## config.mk

```make
export PLATFORM = sky130hd
export DESIGN_NAME = ido_ctrl
export DESIGN_NICKNAME = d
export VERILOG_FILES = /design/src/ido_pkg.sv /design/src/ido_ctrl.sv /design/src/ido_addr_match.sv
export VERILOG_INCLUDE_DIRS = /design/src
export SDC_FILE = /design/constraint.sdc
export NUM_CORES = 1
export LEC_CHECK = 0
export ABC_AREA = 1
export BUFFER_PORTS_ARGS = -buffer_cell sky130_fd_sc_hd__buf_2
export CAP_MARGIN = 20
export CORE_MARGIN = 3
export CORE_UTILIZATION = 50
export CTS_CLUSTER_DIAMETER = 200
export DETAILED_ROUTE_END_ITERATION = 10
export GPL_TIMING_DRIVEN = 1
export PLACE_DENSITY_LB_ADDON = 0.05
export RECOVER_POWER = 25
export SETUP_SLACK_MARGIN = 0.5
export SYNTH_ARGS = -nofsm -noshare
export SYNTH_HDL_FRONTEND = slang
export SYNTH_SLANG_ARGS = --single-unit
```

## constraint.sdc

```tcl
create_clock -name clk_i -period 1.9 [get_ports clk_i]
set_input_delay 0.095 -clock clk_i [delete_from_list [all_inputs] [get_ports clk_i]]
set_output_delay 0.095 -clock clk_i [all_outputs]
set_load 0.01 [all_outputs]
```

## src/ido_consts.svh

```systemverilog
`ifndef IDO_CONSTS_SVH
`define IDO_CONSTS_SVH

// register byte addresses
`define IDO_ADR_CTRL 8'h00
`define IDO_ADR_OADR1 8'h04
`define IDO_ADR_OADR2 8'h08
`define IDO_ADR_ISTS 8'h0C
`define IDO_ADR_IMSK 8'h10
`define IDO_ADR_W 8

// control register fields
`define IDO_CTRL_LAST 12
`define IDO_CTRL_DMA_REQUEST_ENABLE 11
`define IDO_CTRL_BUFIE 10
`define IDO_CTRL_EVTIE 9
`define IDO_CTRL_ERRIE 8
`define IDO_CTRL_RSV_HI 15
`define IDO_CTRL_RSV_LO 13
`define IDO_CTRL_RST 16'h0000
`define IDO_CTRL_WMASK 16'h1FFF
`define IDO_CTRL_MHZ_HI 7
`define IDO_CTRL_MHZ_LO 0

// own address fields
`define IDO_OA1_MODE 15
`define IDO_OA1_RST 16'h0000
`define IDO_OA1_WMASK 16'h83FF
`define IDO_OA1_ADR_HI 9
`define IDO_OA1_ADR_LO 0
`define IDO_OA2_EN 0
`define IDO_OA2_RST 16'h0000
`define IDO_OA2_WMASK 16'h00FF
`define IDO_OA2_ADR_HI 7
`define IDO_OA2_ADR_LO 1

// input clock setting limits in MHz
`define IDO_MHZ_MIN 8'h02
`define IDO_MHZ_MAX 8'h78

// interrupt status bits
`define IDO_IRQ_BUF 0
`define IDO_IRQ_EVT 1
`define IDO_IRQ_ERR 2
`define IDO_IRQ_MATCH 3
`define IDO_IRQ_W 4
`define IDO_IRQ_RST 4'h0

`endif

```

## src/ido_pkg.sv

```systemverilog
package ido_pkg;

    // status flags delivered by the byte engine of the controller
    typedef struct packed {
        logic transmit_buffer_empty;
        logic receive_buffer_full;
        logic start_sent_flag;
        logic short_address_match_flag;
        logic long_header_sent_flag;
        logic stop_seen_flag;
        logic transfer_done_flag;
        logic bus_error_flag;
        logic arbitration_loss_flag;
        logic no_acknowledge_flag;
        logic overrun_flag;
        logic checksum_error_flag;
        logic bus_timeout_flag;
        logic bus_alert_flag;
    } ido_flags_t;

    // own address configuration as seen by the matcher
    typedef struct packed {
        logic primary_address_width_sel;
        logic [9:0] primary_own_addr;
        logic [6:0] second_own_addr;
        logic second_addr_enable;
    } ido_own_addr_t;

    // 7-bit compare of a received address byte against an own address
    function automatic logic addr7_eq(input logic [6:0] rx, input logic [6:0] own);
        addr7_eq = (rx == own);
    endfunction : addr7_eq

endpackage : ido_pkg

```

## src/ido_ctrl.sv

```systemverilog
// Overview of operation
// RULE1: dma requests for data bytes go out only while dma_request_enable is set, and dma_last_transfer marks the next one as final.
// RULE2: with buffer_irq_enable set, transmit-empty or receive-full raises the buffer interrupt.
// RULE3: with event_irq_enable set, start sent, short address match, long header sent or stop seen raise the event interrupt.
// RULE4: with event_irq_enable set, transfer done alone also raises the event interrupt when neither buffer condition is present.
// RULE5: with both event and buffer enables set, transmit-empty and receive-full also raise the event interrupt.
// RULE6: an 8-bit input_clock_mhz field holds the clock rate in whole MHz, supported from 2 to 120, for the timing generator.
// RULE7: software must program input_clock_mhz to the real clock rate before bus use or the timings are wrong.
// RULE8: the primary own address is 10 bits with a width select, and in 7-bit mode bit 0 and bits 9:8 are ignored.
// RULE9: in 7-bit mode the second own address in bits 7:1 is also answered, only while second_addr_enable is 1.
// RULE10: bits 15:13 of the control register always read zero whatever is written.
// RULE11: with error_irq_enable set, bus error, arbitration loss, no acknowledge, overrun, checksum error, timeout or alert raise the error interrupt.
//
// Design decisions made here: the Wishbone interface to the registers and the register addresses.
`include "ido_consts.svh"
`timescale 1ns/100ps
`default_nettype none

module ido_ctrl (
    // clock, reset, enable
    input wire logic clk_i,
    input wire logic rst_i,
    input wire logic ce_i,
    // classic wishbone slave
    input wire logic wb_cyc_i,
    input wire logic wb_stb_i,
    input wire logic wb_we_i,
    input wire logic [`IDO_ADR_W-1:0] wb_adr_i,
    input wire logic [3:0] wb_sel_i,
    input wire logic [31:0] wb_dat_i,
    output logic [31:0] wb_dat_o,
    output logic wb_ack_o,
    // flags from the byte engine
    input wire ido_pkg::ido_flags_t flags_i,
    // received address from the serial side
    input wire logic [9:0] rx_addr_i,
    input wire logic rx_long_i,
    input wire logic rx_addr_valid_i,
    // dma side
    output logic dma_tx_req_o,
    output logic dma_rx_req_o,
    output logic dma_last_o,
    // timing generator side
    output logic [7:0] clk_mhz_o,
    output logic clk_mhz_ok_o,
    // own address results
    output ido_pkg::ido_own_addr_t own_addr_o,
    output logic addr_match_o,
    output logic addr_second_o,
    // interrupt lines
    output logic buffer_irq_o,
    output logic event_irq_o,
    output logic error_irq_o,
    output logic irq_o
);

    logic [15:0] ctrl_q;
    logic [15:0] oadr1_q;
    logic [15:0] oadr2_q;
    logic [`IDO_IRQ_W-1:0] ists_q;
    logic [`IDO_IRQ_W-1:0] ists_d;
    logic [`IDO_IRQ_W-1:0] imsk_q;
    logic [`IDO_IRQ_W-1:0] ev_now;
    logic [`IDO_IRQ_W-1:0] ev_prev_q;
    logic [`IDO_IRQ_W-1:0] ev_rise;
    logic ack_q;
    logic [31:0] dat_q;
    logic [31:0] rd_d;
    logic bus_req;
    logic wr_en;
    logic match_d;
    logic second_d;
    logic match_q;
    logic second_q;
    logic match_pulse_q;
    logic buf_cond;
    logic evt_cond;
    logic err_cond;
    ido_pkg::ido_own_addr_t own_cfg;

    // merge write data into a 16-bit register under the byte enables
    function automatic logic [15:0] lane_merge(input logic [15:0] old,
                                               input logic [31:0] wdat,
                                               input logic [3:0] sel);
        lane_merge = old;
        if (sel[0]) begin
            lane_merge[7:0] = wdat[7:0];
        end
        if (sel[1]) begin
            lane_merge[15:8] = wdat[15:8];
        end
    endfunction : lane_merge

    // write strobe for one register word
    function automatic logic reg_wr(input logic en,
                                    input logic [`IDO_ADR_W-1:0] adr,
                                    input logic [`IDO_ADR_W-1:0] reg_adr);
        reg_wr = en && (adr == reg_adr);
    endfunction : reg_wr

    assign bus_req = wb_cyc_i && wb_stb_i && !ack_q;
    assign wr_en = bus_req && wb_we_i && ce_i;

    // one wait state; ack drops the cycle after it was given
    always_ff @(posedge clk_i) begin
        if (rst_i) begin
            ack_q <= 1'b0;
        end else if (ce_i) begin
            ack_q <= bus_req;
        end
    end

    always_comb begin
        rd_d = 32'h0000_0000;
        case (wb_adr_i)
            `IDO_ADR_CTRL: begin
                rd_d[15:0] = ctrl_q;
                rd_d[`IDO_CTRL_RSV_HI:`IDO_CTRL_RSV_LO] = 3'h0; // RULE10
            end
            `IDO_ADR_OADR1: rd_d[15:0] = oadr1_q;
            `IDO_ADR_OADR2: rd_d[15:0] = oadr2_q;
            `IDO_ADR_ISTS: rd_d[`IDO_IRQ_W-1:0] = ists_q;
            `IDO_ADR_IMSK: rd_d[`IDO_IRQ_W-1:0] = imsk_q;
            default: rd_d = 32'h0000_0000;
        endcase
    end

    always_ff @(posedge clk_i) begin
        if (rst_i) begin
            dat_q <= 32'h0000_0000;
        end else if (ce_i && bus_req && !wb_we_i) begin
            dat_q <= rd_d;
        end
    end

    assign wb_dat_o = dat_q;
    assign wb_ack_o = ack_q;

    // control register; reserved top bits are never stored
    always_ff @(posedge clk_i) begin
        if (rst_i) begin
            ctrl_q <= `IDO_CTRL_RST;
        end else if (reg_wr(wr_en, wb_adr_i, `IDO_ADR_CTRL)) begin
            ctrl_q <= lane_merge(ctrl_q, wb_dat_i, wb_sel_i) & `IDO_CTRL_WMASK; // RULE10
        end
    end

    // primary own address; bits 14:10 are reserved and kept at zero
    always_ff @(posedge clk_i) begin
        if (rst_i) begin
            oadr1_q <= `IDO_OA1_RST;
        end else if (reg_wr(wr_en, wb_adr_i, `IDO_ADR_OADR1)) begin
            oadr1_q <= lane_merge(oadr1_q, wb_dat_i, wb_sel_i) & `IDO_OA1_WMASK; // RULE8
        end
    end

    // second own address; upper byte reserved
    always_ff @(posedge clk_i) begin
        if (rst_i) begin
            oadr2_q <= `IDO_OA2_RST;
        end else if (reg_wr(wr_en, wb_adr_i, `IDO_ADR_OADR2)) begin
            oadr2_q <= lane_merge(oadr2_q, wb_dat_i, wb_sel_i) & `IDO_OA2_WMASK; // RULE9
        end
    end

    always_ff @(posedge clk_i) begin
        if (rst_i) begin
            imsk_q <= `IDO_IRQ_RST;
        end else if (reg_wr(wr_en && wb_sel_i[0], wb_adr_i, `IDO_ADR_IMSK)) begin
            imsk_q <= wb_dat_i[`IDO_IRQ_W-1:0];
        end
    end

    // the timing generator divides from this; a wrong value gives wrong bus timing
    assign clk_mhz_o = ctrl_q[`IDO_CTRL_MHZ_HI:`IDO_CTRL_MHZ_LO]; // RULE6
    assign clk_mhz_ok_o = (clk_mhz_o >= `IDO_MHZ_MIN)
                          && (clk_mhz_o <= `IDO_MHZ_MAX); // RULE7

    // dma requests follow the buffer flags only while enabled
    assign dma_tx_req_o = ctrl_q[`IDO_CTRL_DMA_REQUEST_ENABLE] && flags_i.transmit_buffer_empty; // RULE1
    assign dma_rx_req_o = ctrl_q[`IDO_CTRL_DMA_REQUEST_ENABLE] && flags_i.receive_buffer_full; // RULE1
    assign dma_last_o = ctrl_q[`IDO_CTRL_LAST]; // RULE1

    assign buf_cond = flags_i.transmit_buffer_empty || flags_i.receive_buffer_full;

    assign buffer_irq_o = ctrl_q[`IDO_CTRL_BUFIE] && buf_cond; // RULE2

    always_comb begin
        evt_cond = flags_i.start_sent_flag
                   || flags_i.short_address_match_flag
                   || flags_i.long_header_sent_flag
                   || flags_i.stop_seen_flag; // RULE3
        if (flags_i.transfer_done_flag && !buf_cond) begin
            evt_cond = 1'b1; // RULE4
        end
        if (ctrl_q[`IDO_CTRL_BUFIE] && buf_cond) begin
            evt_cond = 1'b1; // RULE5
        end
    end

    assign event_irq_o = ctrl_q[`IDO_CTRL_EVTIE] && evt_cond; // RULE3

    assign err_cond = flags_i.bus_error_flag
                      || flags_i.arbitration_loss_flag
                      || flags_i.no_acknowledge_flag
                      || flags_i.overrun_flag
                      || flags_i.checksum_error_flag
                      || flags_i.bus_timeout_flag
                      || flags_i.bus_alert_flag;

    assign error_irq_o = ctrl_q[`IDO_CTRL_ERRIE] && err_cond; // RULE11

    // own address decode
    assign own_cfg.primary_address_width_sel = oadr1_q[`IDO_OA1_MODE];
    assign own_cfg.primary_own_addr = oadr1_q[`IDO_OA1_ADR_HI:`IDO_OA1_ADR_LO];
    assign own_cfg.second_own_addr = oadr2_q[`IDO_OA2_ADR_HI:`IDO_OA2_ADR_LO];
    assign own_cfg.second_addr_enable = oadr2_q[`IDO_OA2_EN];
    assign own_addr_o = own_cfg;

    ido_addr_match u_match (
        .cfg_i(own_cfg),
        .rx_addr_i(rx_addr_i),
        .rx_long_i(rx_long_i),
        .match_o(match_d),
        .second_hit_o(second_d)
    );

    // result is held until the next received address
    always_ff @(posedge clk_i) begin
        if (rst_i) begin
            match_q <= 1'b0;
            second_q <= 1'b0;
            match_pulse_q <= 1'b0;
        end else if (ce_i) begin
            match_pulse_q <= rx_addr_valid_i && match_d;
            if (rx_addr_valid_i) begin
                match_q <= match_d; // RULE8
                second_q <= second_d; // RULE9
            end
        end
    end

    assign addr_match_o = match_q;
    assign addr_second_o = second_q;

    // sticky status: a level line that stays high sets its bit only once,
    // so software can clear it and not be re-interrupted by the same level
    always_comb begin
        ev_now = `IDO_IRQ_RST;
        ev_now[`IDO_IRQ_BUF] = buffer_irq_o;
        ev_now[`IDO_IRQ_EVT] = event_irq_o;
        ev_now[`IDO_IRQ_ERR] = error_irq_o;
        ev_now[`IDO_IRQ_MATCH] = 1'b0;
    end

    always_ff @(posedge clk_i) begin
        if (rst_i) begin
            ev_prev_q <= `IDO_IRQ_RST;
        end else if (ce_i) begin
            ev_prev_q <= ev_now;
        end
    end

    always_comb begin
        ev_rise = ev_now & ~ev_prev_q;
        ev_rise[`IDO_IRQ_MATCH] = match_pulse_q;
        ists_d = ists_q;
        if (reg_wr(wr_en && wb_sel_i[0], wb_adr_i, `IDO_ADR_ISTS)) begin
            ists_d = ists_d & ~wb_dat_i[`IDO_IRQ_W-1:0];
        end
        // a new event in the clearing cycle is kept
        ists_d = ists_d | ev_rise;
    end

    always_ff @(posedge clk_i) begin
        if (rst_i) begin
            ists_q <= `IDO_IRQ_RST;
        end else if (ce_i) begin
            ists_q <= ists_d;
        end
    end

    assign irq_o = |(ists_q & imsk_q);

endmodule : ido_ctrl

`default_nettype wire

```

## src/ido_addr_match.sv

```systemverilog
`timescale 1ns/100ps
`default_nettype none

module ido_addr_match (
    // configuration
    input wire ido_pkg::ido_own_addr_t cfg_i,
    // received address
    input wire logic [9:0] rx_addr_i,
    input wire logic rx_long_i,
    // result
    output logic match_o,
    output logic second_hit_o
);

    logic hit_primary7;
    logic hit_second7;
    logic hit_long;

    // 7-bit mode looks only at bits 7:1 of the primary address
    assign hit_primary7 = ido_pkg::addr7_eq(rx_addr_i[7:1], cfg_i.primary_own_addr[7:1]); // RULE8
    assign hit_second7 = cfg_i.second_addr_enable
                         && ido_pkg::addr7_eq(rx_addr_i[7:1], cfg_i.second_own_addr); // RULE9
    assign hit_long = (rx_addr_i == cfg_i.primary_own_addr);

    always_comb begin
        if (cfg_i.primary_address_width_sel) begin
            match_o = rx_long_i && hit_long; // RULE8
            second_hit_o = 1'b0;
        end else begin
            match_o = !rx_long_i && (hit_primary7 || hit_second7); // RULE9
            second_hit_o = !rx_long_i && !hit_primary7 && hit_second7;
        end
    end

endmodule : ido_addr_match

`default_nettype wire

```

==> flow_summary.toml <==
[floorplanning]
core_mm2 = 0.00613
die_w_um = 87.1
initial_core_util = 0.536
die_h_um = 87.1
die_area_mm2 = 0.00758
io_pins = 146
num_rows = 28

[critical_path]
crit_fanout = 5
startpoint = "wb_ack_o"
r2r_start = "wb_ack_o"
critical_path_class = "flip-flop to flip-flop"
required_ns = 2.16
crit_path_start_kind = "flip-flop"
crit_arrival_ns = 1.66
cp-end-kind = "flip-flop"

[worst_hold_path]
worst_hold_startpoint = "wb_dat_i[12]"
hold_path_class = "input pin to flip-flop"

[yosys]
ys_types = 37
syn_area_per_cell_um2 = 7.07
yosys_most_used_dff = "dfxtp_1"
yosys_warnings = 0
synth.largest_area_cell = "dfxtp_1"
synth_area_mm2 = 0.00329
yosys-top-cells-area = "dfxtp_1, nand2_1, a21oi_1"
synth_edf_count = 0
ys_seq_area_frac = 0.372
postSynthRegisterBits = 61
syn-instance-count = 465
synth_top_area_share = 0.372
async_flop_share = 0

[routing]
drtIter0Drc = 249
drtAntennaViolNets = 0
routed_wl_um = 8990
drcViolationCount = 0
first_pass_iters = 6
via_per_inst = 5.01
vias = 3267
wl_per_cell_um = 13.8

[layout]
drive_gt1_frac = 0.255
final_nets = 648
post-route-cell-area_mm2 = 0.00401
final_cell_mix = "nand2_1, buf_2, dfxtp_1"
areaGrowthSynthToFinish_pct = 21.9
multi_input_area_mm2 = 0.00170
insertedDiodeCount = 0
fillCellCount = 584
final_common_cell = "nand2_1"
seq_area_mm2 = 0.00122

[pwr]
p_leak_nw = 1.97
ir_drop_v = 0.000513
power.density_mw_per_mm2 = 678

[global_routing]
grt_pass1_vias = 2982
antenna_found_initial = 0
grt_start_max_net_pins = 42
grt_pass1_wl_um = 14100
grt-ovfl-total = 0
grt_usage = 0.235

[sta]
slew_violations = 0
fmax_ghz = 0.715
setup_viol = 0
final.min_clock_period_ns = 1.40
period_share = 0.736
rsz0062_at_grt = "true"
skew_ns = 0.0128
tns_ns = 0
hold_violations = 0

[clocking]
cts.path.max_buffers = 2
cts_buffers = 9
cts_tree = "built"
clock_sinks = 61
root_buffer = "clkbuf_8"
clk_pin_slew_ns = 0.06
holdBufCountCts = 0
clock_latency_ns = 0.33
htree_levels = 3

[run]
drv_cap = 0

[placed_design]
dpl_cell_area_mm2 = 0.00373
dpl.hpwl_um = 6840
routabilityCongestion = 0.907
port_buffers = 107

[status]
outcome = "completed"
## flip-flops by register name, indices dropped and copies added, names as in the netlist
signal and count:
match_pulse_q 1, addr_second_o 1, oadr1_q 11, wb_ack_o 1
ctrl_q 13, oadr2_q 8, wb_dat_o 14, ists_q 4
imsk_q 4, addr_match_o 1, ev_prev_q 3
## kinds of logic after synthesis
kind of cell,Yosys count,synth area share
AND/OR/NAND/NOR,191,0.275
AO/OA/AOI/OAI,111,0.181
buffers and inverters,91,0.145
flip-flops,61,0.372
XOR/XNOR,10,0.0266
other,1,0.00114
## path summary, 6_finish.rpt
check	end	slack, ns	cells after the start
worst max-delay path	oadr1_q[2]	0.50	8
worst min-delay path	ctrl_q[12]	0.02	3
worst max register to register	oadr1_q[2]	0.50	8
worst min register to register	ev_prev_q[0]	0.46	2
## synth_stat cells (3+ instances only)
| cell type | number |
|---|---|
| inv_1 | 43 |
| nand4_1 | 3 |
| nor2_8 | 3 |
| a21oi_1 | 47 |
| clkbuf_1 | 7 |
| nor2_2 | 4 |
| xor2_1 | 4 |
| o21ai_0 | 33 |
| nor2_1 | 52 |
| xnor2_1 | 6 |
| inv_2 | 8 |
| o21ai_1 | 21 |
| buf_4 | 26 |
| dfxtp_1 | 61 |
| nand2_2 | 3 |
| nand2_1 | 87 |
| nand3_1 | 25 |
| nand2_4 | 5 |
## metrics by stage
stage / setup WS [ns] / cells / util / hold slack [ns] / total power, W
final: 0.502 / 652 / 0.653 / 0.0182 / 0.00272
after global placement: 0.515 / 629 / 0.608 / 0.345 / 0.00154
after global routing: 0.410 / 652 / 0.653 / 0.0255 / 0.00282
after detailed placement: 0.442 / 629 / 0.608 / 0.355 / 0.00154
after floorplan: 0.686 / 482 / - / 0.230 / 0.00146
after CTS: 0.494 / 645 / 0.644 / 0.0131 / 0.00273
## cell type report
type,count,share of cell area
sequential,61,0.306
multi-input combinational,331,0.423
tap,75,0.0234
clock buffer,13,0.0422
clock inverter,3,0.0106
timing repair buffer,116,0.144
inverter,53,0.0509
## routing by layer
layer / track usage / vias up / wire [µm]
li1: - / 1678 / -
met1: 0.324 / 1427 / 3870
met2: 0.384 / 152 / 4200
met3: 0.0397 / 10 / 818
met4: 0.0567 / 0 / 105
met5: 0 / - / 0
## power breakdown
group	switching [W]	internal, W
clock	0.000492	0.000712
sequential	0.00000300	0.00128
combinational	0.000147	0.0000812
## critical path, cell delays in order, from the launching register on
cell	delay [ns]
dfxtp_1	0.33
inv_1	0.13
nand4_4	0.15
inv_2	0.10
nand2_4	0.11
nor2_8	0.19
buf_4	0.14
o21ai_1	0.06
a21oi_2	0.12
## repair_timing
item	CTS	global route
pin swaps	1	3
buffers inserted	0	6
setup endpoints to repair	5	31
gates resized for setup	3	12
cloned	0	1
Power figures use the tool's default switching activity.
